<file path="src/hw/psf_pkg.sv">
// Shared constants and the state encoding of the supply sequencer fault logic.
// Assumes a single 125 MHz system clock; all times below are converted to cycles of it.
package psf_pkg;

   // System clock rate in hertz.
   localparam int CLK_HZ = 125_000_000;
   localparam int CLK_MHZ = CLK_HZ / 1_000_000;

   // Number of sequenced supplies.
   localparam int NUM_SUP = 4;

   // Precision comparator sample period, about 20 us; a longest time, so it rounds down.
   localparam int SAMPLE_NS = 20_000;
   localparam int SAMPLE_CYC = SAMPLE_NS * CLK_MHZ / 1000;

   // Fast low-supply comparator reaction bound, about 1 us; rounds down.
   localparam int FAST_NS = 1_000;
   localparam int FAST_CYC = FAST_NS * CLK_MHZ / 1000;

   // Default delay between sequencing steps, in cycles.
   localparam int DELAY_CYC_DEF = 1000;

   // Delay counter width.
   localparam int CNT_W = 16;

   // Cycles after releasing the fault line before its sensed level is trusted again.
   localparam int SETTLE_CYC = 3;
   localparam int REL_W = 2;

   // Reset values of the open-drain enables and of the supply enables.
   localparam logic OE_N_RST = 1'b1;
   localparam logic EN_RST = 1'b0;

   // Sequencer states.
   typedef enum logic [2:0] {
      PSF_IDLE      = 3'h0,
      PSF_PON_WAIT  = 3'h1,
      PSF_PON_DLY   = 3'h2,
      PSF_ON        = 3'h3,
      PSF_POFF_DLY  = 3'h4,
      PSF_POFF_WAIT = 3'h5,
      PSF_FAULT     = 3'h6
   } psf_fsm_t;

endpackage

</file>
<file path="src/hw/psf_core.sv">
// Fault detection and clearing logic of a four-channel power supply sequencer.
// Assumes comparator results arrive as asynchronous levels and open-drain pins are
// resolved outside; an oe_n low means the pin is pulled low or driven.
//
// What this block does (RULE10 and RULE12 are what it expects of the controller)
// (RULE1) Any fault forces all supply enables low.
// (RULE2) Own-supply fault pulls fault line low.
// (RULE3) Leave fault only when inputs low; line must also be free after an external fault.
// (RULE4) Commanded fault pulls delay timer pin low.
// (RULE5) Self-detected fault raises delay timer pin high.
// (RULE6) Indication holds until on command drops.
// (RULE7) Expected-on supply reading low is a fault.
// (RULE8) Sense inputs use sampled precision comparator.
// (RULE9) Fast low comparator faults within one microsecond.
// (RULE10) Controller holds on high until done.
// (RULE11) On dropped during power-on is a fault.
// (RULE12) Controller holds on low until off done.
// (RULE13) On raised during power-off is a fault.
// (RULE14) Power-good timeout during power-on is a fault.
// (RULE15) External fault: hold line low until cleared.
// (RULE16) Sense high marks supply on, start delay.
// (RULE17) Last supply on turns on completion pull-down.
// (RULE18) Power-off in reverse order, then release completion.
// (RULE19) Start power-good timer per enable, reset on sense.
// (RULE20) State machine with latched fault state.
`timescale 1ns/100ps
module psf_core #(
   parameter int NUM_SUP = psf_pkg::NUM_SUP,
   parameter int DELAY_CYC = psf_pkg::DELAY_CYC_DEF,
   parameter int SAMPLE_CYC = psf_pkg::SAMPLE_CYC
) (
   input wire logic clk_sys_i,
   input wire logic rst_n_i,
   input wire logic on_cmd_i,
   input wire logic [NUM_SUP-1:0] supply_sense_above_i,
   input wire logic [NUM_SUP-1:0] supply_sense_fast_low_i,
   input wire logic power_good_timeout_over_i,
   input wire logic fault_line_i,
   output logic [NUM_SUP-1:0] supply_enable_o,
   output logic fault_line_oe_n_o,
   output logic done_oe_n_o,
   output logic delay_timer_o,
   output logic delay_timer_oe_n_o,
   output logic power_good_timer_run_o
);

   localparam int IDX_W = $clog2(NUM_SUP);
   localparam int CW = psf_pkg::CNT_W;
   localparam int RW = psf_pkg::REL_W;
   localparam int SW = 2 * NUM_SUP + 3;

   typedef struct packed {
      psf_pkg::psf_fsm_t state;
      logic [NUM_SUP-1:0] en;
      logic [NUM_SUP-1:0] up;
      logic [IDX_W-1:0] idx;
      logic [CW-1:0] cnt;
      logic [RW-1:0] rel;
      logic ext;
      logic run;
      logic done_oe_n;
      logic fault_oe_n;
      logic tmr_val;
      logic tmr_oe_n;
   } psf_state_t;

   localparam psf_state_t ST_RST = '{
      state: psf_pkg::PSF_IDLE,
      en: {NUM_SUP{psf_pkg::EN_RST}},
      up: '0,
      idx: '0,
      cnt: '0,
      rel: '0,
      ext: 1'b0,
      run: 1'b0,
      done_oe_n: psf_pkg::OE_N_RST,
      fault_oe_n: psf_pkg::OE_N_RST,
      tmr_val: 1'b0,
      tmr_oe_n: psf_pkg::OE_N_RST
   };

   psf_state_t st;
   psf_state_t next_st;

   logic [SW-1:0] sync_v;
   logic [NUM_SUP-1:0] s_hi;
   logic [NUM_SUP-1:0] fast_low;
   logic on_s;
   logic tmo_s;
   logic line_low;
   logic ext_seen;
   logic seq_err;
   logic int_flt;
   logic clr_ok;
   logic in_pon;
   logic in_poff;
   logic active;

   generate
      if (NUM_SUP < 2 || NUM_SUP > 8) begin : g_chk_n
         $error("psf_core: supply count must be between two and eight");
      end
      if (DELAY_CYC < 1 || DELAY_CYC >= (1 << psf_pkg::CNT_W)) begin : g_chk_d
         $error("psf_core: step delay does not fit the delay counter");
      end
   endgenerate

   // Every pin level passes two flops before any decision reads it.
   psf_sync #(
      .W(SW)
   ) u_sync (
      .clk_sys_i(clk_sys_i),
      .rst_n_i(rst_n_i),
      .async_i({supply_sense_above_i, supply_sense_fast_low_i, on_cmd_i,
                power_good_timeout_over_i, fault_line_i}),
      .sync_o(sync_v)
   );

   // The precision threshold is only evaluated at sample instants.
   psf_sampler #(
      .W(NUM_SUP),
      .PERIOD(SAMPLE_CYC)
   ) u_sampler (
      .clk_sys_i(clk_sys_i),
      .rst_n_i(rst_n_i),
      .level_i(sync_v[SW-1 -: NUM_SUP]),
      .held_o(s_hi)
   );

   // Unpack the synchronised levels.
   assign fast_low = sync_v[NUM_SUP+2:3];
   assign on_s = sync_v[2];
   assign tmo_s = sync_v[1];
   assign line_low = ~sync_v[0];

   // Phase decoding shared by the fault detectors.
   assign in_pon = (st.state == psf_pkg::PSF_PON_WAIT) || (st.state == psf_pkg::PSF_PON_DLY);
   assign in_poff = (st.state == psf_pkg::PSF_POFF_DLY) || (st.state == psf_pkg::PSF_POFF_WAIT);
   assign active = (st.state != psf_pkg::PSF_IDLE) && (st.state != psf_pkg::PSF_FAULT);

   // Our own pull-down echoes back through the synchroniser, so a low line is only
   // taken as external once it has been released for the settle time.
   assign ext_seen = line_low && st.fault_oe_n && (st.rel == RW'(psf_pkg::SETTLE_CYC));

   // A supply marked up that reads low on either comparator is a sequence error.
   assign seq_err = |(st.up & (~s_hi | fast_low)); // RULE7 RULE9

   // Internal fault sources, grouped by the phase in which each one counts.
   assign int_flt = (active && seq_err)
                  || (in_pon && !on_s) // RULE11
                  || (in_poff && on_s) // RULE13
                  || ((st.state == psf_pkg::PSF_PON_WAIT) && tmo_s); // RULE14

   // Clearing needs every sense input and the on command below threshold.
   assign clr_ok = !(|s_hi) && !on_s; // RULE3

   // Next-state logic of the sequencer and its latched fault state.
   always_comb begin
      next_st = st;
      // Settle counter restarts whenever the line is pulled by us.
      if (!st.fault_oe_n) begin
         next_st.rel = '0;
      end else if (st.rel != RW'(psf_pkg::SETTLE_CYC)) begin
         next_st.rel = st.rel + 1'b1;
      end
      // A supply is up once its enable is set and its sense reads high.
      next_st.up = (st.up | s_hi) & st.en; // RULE16
      if (st.state != psf_pkg::PSF_FAULT && (int_flt || ext_seen)) begin
         // Internal wins when both appear together, since our own supply is the cause.
         next_st.state = psf_pkg::PSF_FAULT; // RULE20
         next_st.en = '0; // RULE1
         next_st.up = '0;
         next_st.run = 1'b0;
         next_st.done_oe_n = 1'b1;
         next_st.fault_oe_n = 1'b0; // RULE2 RULE15
         next_st.ext = !int_flt;
         next_st.tmr_val = int_flt; // RULE4 RULE5
         next_st.tmr_oe_n = 1'b0;
      end else begin
         case (st.state)
            psf_pkg::PSF_IDLE: begin
               if (on_s) begin
                  next_st.idx = '0;
                  next_st.en[0] = 1'b1;
                  next_st.run = 1'b1; // RULE19
                  next_st.state = psf_pkg::PSF_PON_WAIT;
               end
            end
            psf_pkg::PSF_PON_WAIT: begin
               if (s_hi[st.idx]) begin
                  next_st.run = 1'b0; // RULE19
                  if (st.idx == IDX_W'(NUM_SUP - 1)) begin
                     next_st.done_oe_n = 1'b0; // RULE17
                     next_st.state = psf_pkg::PSF_ON;
                  end else begin
                     next_st.cnt = CW'(DELAY_CYC); // RULE16
                     next_st.state = psf_pkg::PSF_PON_DLY;
                  end
               end
            end
            psf_pkg::PSF_PON_DLY: begin
               if (st.cnt == '0) begin
                  next_st.idx = st.idx + 1'b1;
                  next_st.en[st.idx + 1'b1] = 1'b1;
                  next_st.run = 1'b1; // RULE19
                  next_st.state = psf_pkg::PSF_PON_WAIT;
               end else begin
                  next_st.cnt = st.cnt - 1'b1;
               end
            end
            psf_pkg::PSF_ON: begin
               if (!on_s) begin
                  next_st.idx = IDX_W'(NUM_SUP - 1);
                  next_st.cnt = CW'(DELAY_CYC);
                  next_st.state = psf_pkg::PSF_POFF_DLY;
               end
            end
            psf_pkg::PSF_POFF_DLY: begin
               // No power-good timing is kept while sequencing down.
               if (st.cnt == '0) begin
                  next_st.en[st.idx] = 1'b0; // RULE18
                  next_st.up[st.idx] = 1'b0;
                  next_st.state = psf_pkg::PSF_POFF_WAIT;
               end else begin
                  next_st.cnt = st.cnt - 1'b1;
               end
            end
            psf_pkg::PSF_POFF_WAIT: begin
               if (!s_hi[st.idx]) begin
                  if (st.idx == '0) begin
                     next_st.done_oe_n = 1'b1; // RULE18
                     next_st.state = psf_pkg::PSF_IDLE;
                  end else begin
                     next_st.idx = st.idx - 1'b1;
                     next_st.cnt = CW'(DELAY_CYC);
                     next_st.state = psf_pkg::PSF_POFF_DLY;
                  end
               end
            end
            psf_pkg::PSF_FAULT: begin
               next_st.en = '0; // RULE1
               // The line is let go once the local conditions clear, so an outside
               // holder becomes visible; it is pulled again if they break.
               next_st.fault_oe_n = clr_ok; // RULE15
               if (clr_ok && (!st.ext || (st.fault_oe_n && !line_low
                              && st.rel == RW'(psf_pkg::SETTLE_CYC)))) begin
                  // The indicator lives until here, which already needs on low.
                  next_st.state = psf_pkg::PSF_IDLE; // RULE3 RULE6
                  next_st.tmr_oe_n = 1'b1;
                  next_st.tmr_val = 1'b0;
                  next_st.ext = 1'b0;
                  next_st.fault_oe_n = 1'b1;
               end
            end
            default: begin
               next_st = ST_RST;
            end
         endcase
      end
   end

   // All state registers in one place; outputs come straight from these flops.
   always_ff @(posedge clk_sys_i or negedge rst_n_i) begin
      if (!rst_n_i) begin
         st <= ST_RST;
      end else begin
         st <= next_st;
      end
   end

   assign supply_enable_o = st.en;
   assign fault_line_oe_n_o = st.fault_oe_n;
   assign done_oe_n_o = st.done_oe_n;
   assign delay_timer_o = st.tmr_val;
   assign delay_timer_oe_n_o = st.tmr_oe_n;
   assign power_good_timer_run_o = st.run;
endmodule

</file>
<file path="src/hw/psf_sync.sv">
// Two-flop synchroniser for a vector of asynchronous comparator and pin levels.
// Assumes each bit is an independent level; no multi-bit coherence is offered.
`timescale 1ns/100ps
module psf_sync #(
   parameter int W = 1
) (
   input wire logic clk_sys_i,
   input wire logic rst_n_i,
   input wire logic [W-1:0] async_i,
   output logic [W-1:0] sync_o
);

   typedef struct packed {
      logic [W-1:0] s1;
      logic [W-1:0] s2;
   } psf_sync_t;

   psf_sync_t st;
   psf_sync_t next_st;

   generate
      if (W < 1) begin : g_chk
         $error("psf_sync: width must be at least one");
      end
   endgenerate

   // The first stage feeds only the second stage, so metastability never reaches logic.
   always_comb begin
      next_st.s1 = async_i;
      next_st.s2 = st.s1;
   end

   // Reset to all low; the inputs settle within two edges after release.
   always_ff @(posedge clk_sys_i or negedge rst_n_i) begin
      if (!rst_n_i) begin
         st <= '0;
      end else begin
         st <= next_st;
      end
   end

   assign sync_o = st.s2;

endmodule

</file>
<file path="src/hw/psf_sampler.sv">
// Sampled precision comparator model: holds the sense levels between sample instants.
// Assumes its input is already synchronised to the system clock.
`timescale 1ns/100ps
module psf_sampler #(
   parameter int W = 4,
   parameter int PERIOD = psf_pkg::SAMPLE_CYC
) (
   input wire logic clk_sys_i,
   input wire logic rst_n_i,
   input wire logic [W-1:0] level_i,
   output logic [W-1:0] held_o
);

   localparam int PW = $clog2(PERIOD);

   typedef struct packed {
      logic [PW-1:0] cnt;
      logic [W-1:0] held;
   } psf_smp_t;

   psf_smp_t st;
   psf_smp_t next_st;
   logic strobe;

   generate
      if (PERIOD < 2 || W < 1) begin : g_chk
         $error("psf_sampler: period must be at least two cycles");
      end
   endgenerate

   // Sampling trades reaction time for accuracy; the fast path covers the gap.
   always_comb begin
      next_st = st;
      strobe = (st.cnt == PW'(PERIOD - 1));
      if (strobe) begin
         next_st.cnt = '0;
         next_st.held = level_i; // RULE8
      end else begin
         next_st.cnt = st.cnt + 1'b1;
      end
   end

   // Counter and held levels clear at reset, so all supplies read as off.
   always_ff @(posedge clk_sys_i or negedge rst_n_i) begin
      if (!rst_n_i) begin
         st <= '0;
      end else begin
         st <= next_st;
      end
   end

   assign held_o = st.held;
endmodule

</file>
<file path="config.mk">
export PLATFORM = sky130hd
export DESIGN_NAME = psf_core
export DESIGN_NICKNAME = d
export VERILOG_FILES = /design/src/hw/psf_pkg.sv /design/src/hw/psf_core.sv /design/src/hw/psf_sync.sv /design/src/hw/psf_sampler.sv
export SDC_FILE = /design/constraint.sdc
export NUM_CORES = 1
export LEC_CHECK = 0
export ABC_CLOCK_PERIOD_IN_PS = 3300
export BUFFER_PORTS_ARGS = -buffer_cell sky130_fd_sc_hd__buf_2
export CORE_ASPECT_RATIO = 0.75
export CORE_MARGIN = 4
export CORE_UTILIZATION = 60
export CTS_CLUSTER_SIZE = 8
export DETAILED_ROUTE_END_ITERATION = 10
export GPL_TIMING_DRIVEN = 0
export MAX_ROUTING_LAYER = met4
export PLACE_DENSITY = 0.79
export SLEW_MARGIN = 25
export SYNTH_ARGS = -nofsm -noshare
export SYNTH_HDL_FRONTEND = slang
export SYNTH_SLANG_ARGS = --single-unit
</file>
<file path="constraint.sdc">
create_clock -name clk_sys_i -period 3.3 [get_ports clk_sys_i]
set_clock_uncertainty 0.15 [all_clocks]
set_input_delay 0.66 -clock clk_sys_i [delete_from_list [all_inputs] [get_ports clk_sys_i]]
set_output_delay 0.66 -clock clk_sys_i [all_outputs]
set_load 0.01 [all_outputs]
</file>
# Word level (Yosys, flattened, before mapping)
# Index checks and enable logic that the tools add are counted.
[word_totals]
regBits = 75
in_bits = 13
word_cells = 169
[op_classes]
n_addsub = 5
order_cmp = 4
n_eq_ne = 33
mux = 48
bitwise_logic = 13
n_reduce_logical = 49
[ops]
columns = ["cell", "count"]
rows = [
  ["16-bit one-hot mux with 5 select lines", 1],
  ["18-bit 2-to-1 mux", 3],
  ["16-bit 2-to-1 mux", 3],
  ["11-bit 2-to-1 mux", 2],
  ["3-bit 2-to-1 mux", 7],
  ["3-bit one-hot mux with 7 select lines", 1],
  ["4-bit bitwise AND", 4],
  ["16-bit zero test", 1],
  ["2-bit by 1-bit inequality test with 1-bit output (second input constant)", 8],
  ["4-bit OR reduction", 4],
  ["16-bit by 1-bit subtractor with 16-bit output (second input constant)", 1],
  ["3-bit by 1-bit inequality test with 1-bit output (second input constant)", 5],
  ["1-bit logical AND", 14],
  ["2-bit 2-to-1 mux", 7],
  ["7-bit AND reduction", 2],
  ["12-bit by 1-bit adder with 12-bit output (second input constant)", 1],
  ["12-bit equality test (second input constant)", 1],
  ["12-bit 2-to-1 mux", 1],
  ["2-bit inequality test (second input constant)", 6],
  ["3-bit inequality test (second input constant)", 4],
  ["4-bit OR", 3],
  ["6-bit OR reduction", 2],
  ["1-bit 2-to-1 mux", 10],
  ["2-bit one-hot mux with 5 select lines", 1],
  ["other kinds (35)", 60],
]

# Longest topological paths before layout
[logic_depth]
depth_word = 12
ltp_mapped = 11
mapped_depth_nobuf = 8

# By module
# From an unflattened synthesis, not the netlist that was laid out.
[hier_totals]
cells_unflattened = 392
hier_area_um2 = 3882.5
[modules_own_cells]
columns = ["mod", "instances", "cells_per_inst", "area_each_um2", "seq_area_each_um2"]
rows = [
  ["psf_core", 1, 305, 2561.2, 929.6],
  ["psf_sampler", 1, 65, 770.7, 400.4],
  ["psf_sync", 1, 22, 550.5, 550.5],
]

# Worst setup path after synthesis
# No wires, ideal clock.
[synth_path]
kind = "register to register"
start = "reg st[24] (netlist bit)"
end = "reg st[10] (netlist bit)"
setup_ps = 126
t_arrival_ps = 2208
required_ps = 3024
setup_slack_ps = 816
stages_incl_launch_ff = 8
path_buffers = 1
synth_period_minus_slack_ps = 2484
path_cell_list = "dfrtp_1 > mux4_2 > a21oi_2 > a311oi_1 > a311o_4 > or2_1 > buf_6 > a221o_1"
[synth_between]
elab_chain_len = 4
word_cells_on_any_way = 9
cone_classes = "5 x eq/ne; 2 x mux; 2 x reduce/logical"
[synth_rtl]
columns = ["element", "line_no", "source"]
rows = [
  ["start, declared", "psf_core.sv:82", "psf_state_t st;"],
  ["start signal, assigned", "psf_core.sv:267", "st <= next_st;"],
  ["1-bit binary-select mux with 2-bit select", "psf_core.sv:190, psf_core.sv:229", ""],
  ["1-bit 2-to-1 mux (implied by the code)", "psf_core.sv:190, psf_core.sv:229", ""],
  ["2-bit by 1-bit inequality test with 1-bit output (no line) or 2-bit inequality test (tied branches)", "n/a", ""],
  ["8-bit AND reduction (no line) *", "n/a", ""],
]
# Mark *: on every way between the ends. The rest lies on a longest branch, timed or not. The select of a mux whose other input is x is not followed.
# A chain may end at the register's enable or synchronous reset.

==> insert_results.sql <==
INSERT INTO impl_metrics (metric_group, metric, value, unit) VALUES
('cts', 'cts_root_buffer', 'clkbuf_8', ''),
('cts', 'tritoncts.num_buffers', '9', ''),
('route', 'drt-wirelength-per-cell', '17.6', 'um'),
('worst_setup_path', 'critical_path.n_buffers_inverters', '1', ''),
('power_and_ir_drop', 'peakVddDrop', '402', 'uV'),
('cts', 'cts_hold_buffers', '0', ''),
('die', 'floorplan.rows', '24', ''),
('place', 'dpl_worst_slack', '0.362', 'ns'),
('global_routing', 'globalRouteOverflowTotal', '0', ''),
('cts', 'cts.htree.levels', '3', ''),
('power_and_ir_drop', 'p_per_area', '916', 'nW/um2'),
('die', 'core_area', '5890', 'um2'),
('route', 'firstDrtPassIters', '5', ''),
('die', 'chipWidth', '98.4', 'um'),
('logic_synthesis', 'post_synth_xor_area_fraction', '0.0262', ''),
('logic_synthesis', 'yosys.area_share.simple', '0.174', ''),
('worst_setup_path', 'timing.critical_path.fanout_max', '9', ''),
('sta', 'max_clock_freq', '333', 'MHz'),
('global_routing', 'grt_first_pass_wirelength', '14300', 'um'),
('worst_setup_path', 'cp_slowest_cell', 'nor3_2', ''),
('logic_synthesis', 'post_synth_mux_area_share', '0.0235', ''),
('sta', 'setup-tns-final', '0', 'ns'),
('logic_synthesis', 'synthTopCellsByArea', 'dfrtp_1 (49%), nor2_1 (3.4%), o21ai_0 (3.1%)', ''),
('worst_setup_path', 'critPathMaxStageDelay', '0.51', 'ns'),
('worst_setup_path', 'worstSetupPathType', 'register to register', ''),
('logic_synthesis', 'number_of_register_bits_inferred_by_synthesis', '75', ''),
('logic_synthesis', 'synthesis.area_per_instance', '9.98', 'um2'),
('route', 'dr_wl_met2', '3670', 'um'),
('logic_synthesis', 'netlist_area_pre_place', '3680', 'um2'),
('sta', 'rsz0062_at_grt', 'no', ''),
('final_layout', 'antennaDiodeCount', '0', ''),
('die', 'die-area', '7470', 'um2'),
('worst_setup_path', 'worst_path_dominant_cell_family', 'simple AND/OR/NAND/NOR gates', ''),
('final_layout', 'filler_instances', '462', ''),
('logic_synthesis', 'synth-compound-area-share', '0.201', ''),
('run_status', 'result_of_the_run', 'complete, no violations', ''),
('worst_setup_path', 'worst-path-stages', '8', ''),
('place', 'port_buffers', '21', ''),
('logic_synthesis', 'synthArstFlopShare', '1.00', ''),
('worst_setup_path', 'crit_path_cell_trace', 'inv_1, ha_1, or3b_1, nor3_2, nand2_1, nor3_1, a22o_1, a211oi_1', ''),
('sta', 'timing.final.crit_share', '0.911', ''),
('cts', 'tritoncts', 'built', ''),
('worst_setup_path', 'wp_data_required', '3.37', 'ns'),
('worst_setup_path', 'worst_setup_path_startpoint', 'st[8]', ''),
('final_layout', 'nets', '421', ''),
('logic_synthesis', 'netlist.top_cell.by_area', 'dfrtp_1', ''),
('logic_synthesis', 'yosysSeqAreaShare', '0.511', ''),
('sta', 'finalMaxSlewViolations', '0', ''),
('final_layout', 'final_common_cell', 'dfrtp_1', ''),
('die', 'ioPinCount', '22', ''),
('sta', 'timing_worst_slew_pin_value', '0.833', 'ns'),
('cts', 'cts_resizes', '0', ''),
('global_routing', 'global_route.usage.total', '0.256', ''),
('logic_synthesis', 'syn-num-nets', '388', ''),
('logic_synthesis', 'synth_flop_type', 'dfrtp_1', ''),
('worst_setup_path', 'crit_path_end_kind', 'register', ''),
('cts', 'clkLatencyLatePin', '0.35', 'ns'),
('hold_path', 'worstHoldPathType', 'primary input to async pin', ''),
('power_and_ir_drop', 'p_leak', '1.82', 'nW'),
('logic_synthesis', 'synth_warnings', '0', ''),
('sta', 'slew_headroom', '0.440', ''),
('die', 'initial_core_util', '0.625', ''),
('route', 'remaining_drc_errors', '0', ''),
('route', 'met3_length', '768', 'um'),
('worst_setup_path', 'reg2regPathDepth', '8', ''),
('logic_synthesis', 'synth-edff-count', '0', ''),
('worst_setup_path', 'timing.critical_path.arrival', '3.07', 'ns'),
('global_routing', 'maximum_number_of_pins_on_one_net_before_global_route_repair', '48', ''),
('global_routing', 'antenna_found_initial', '0', ''),
('final_layout', 'mostFrequentLayoutCells', 'dfrtp_1 (72), nor2_1 (33), nand2_1 (30)', ''),
('route', 'ant_nets', '0', '');
## state kept, by name, summed over array words and instances, names as in the netlist
register,count
delay_timer_o,1
delay_timer_oe_n_o,1
done_oe_n_o,1
fault_line_oe_n_o,1
power_good_timer_run_o,1
st,28
supply_enable_o,4
u_sampler.held_o,4
u_sampler.st,12
u_sync.next_st,11
u_sync.sync_o,11
## cell usage after synthesis, types with 3 or more instances
cell and count:
dfrtp_1 72, nor2_1 33, nand2_1 30, o21ai_0 23
inv_1 14, a21oi_1 12, nor3_1 12, clkbuf_1 11
a31oi_1 10, nand3_1 10, nor2b_1 8, o21ai_1 8
o31ai_1 8, xnor2_1 7, a211oi_1 6, ha_1 6
buf_2 5, nand2b_1 5, nor4_1 5, o22a_1 5
a22o_1 4, and3_1 4, buf_4 4, xor2_1 4
a2111o_1 3, and2_1 3, dfstp_2 3, mux2_2 3
mux2i_1 3, nand4_1 3, o22ai_1 3
## routing by layer
metal	vias to the layer above	track usage
li1	1417	-
met2	165	0.363
met1	1491	0.355
met4	0	0.100
met3	26	0.0668
met5	-	-
## through the flow
stage | instance area, um2 | cells | power (mW) | util
6_report | 4160 | 485 | 3.81 | 0.707
5_1_grt | 4160 | 485 | 4.05 | 0.707
4_1_cts | 4160 | 485 | 3.78 | 0.707
3_5_place_dp | 3910 | 469 | 2.90 | 0.665
3_3_place_gp | 3880 | 468 | 2.84 | 0.660
2_1_floorplan | 3680 | 369 | 2.44 | -
## worst paths after layout
| path | endpoint | slack [ns] |
|---|---|---|
| worst min register to register | u_sync.sync_o[4] | 0.20 |
| max in group asynchronous | done_oe_n_o | 2.32 |
| min in group clk_sys_i | u_sync.sync_o[4] | 0.20 |
| worst max-delay path | st[26] | 0.29 |
| worst min-delay path | u_sampler.st[9] | 0.07 |
| worst max register to register | st[26] | 0.29 |
## area by class of cell
cell class | instances | area, um2 | area share
sequential | 75 | 1880 | 0.452
inverter | 14 | 52.6 | 0.0126
tap | 78 | 97.6 | 0.0234
timing repair buffer | 22 | 135 | 0.0325
clock buffer | 10 | 138 | 0.0331
clock inverter | 6 | 113 | 0.0270
buffer | 22 | 111 | 0.0267
multi-input combinational | 258 | 1640 | 0.393
## where the power goes
group	internal (mW)	switching (mW)	total, mW	leakage, nW
Sequential	1.09	0.168	1.26	0.943
Clock	0.524	0.345	0.869	0.126
Combinational	0.608	1.08	1.68	0.752
Total	2.22	1.59	3.81	1.82
## kinds of logic (layout without fill, tap and decap cells)
family / after synthesis / count (layout)
simple gates: 128 / 128
compound gates: 106 / 106
flops: 75 / 75
buf+inv: 36 / 74
xor+xnor: 11 / 11
mux: 7 / 7
fa+ha+maj: 6 / 6
No activity file was read; power rests on OpenSTA's default activity.
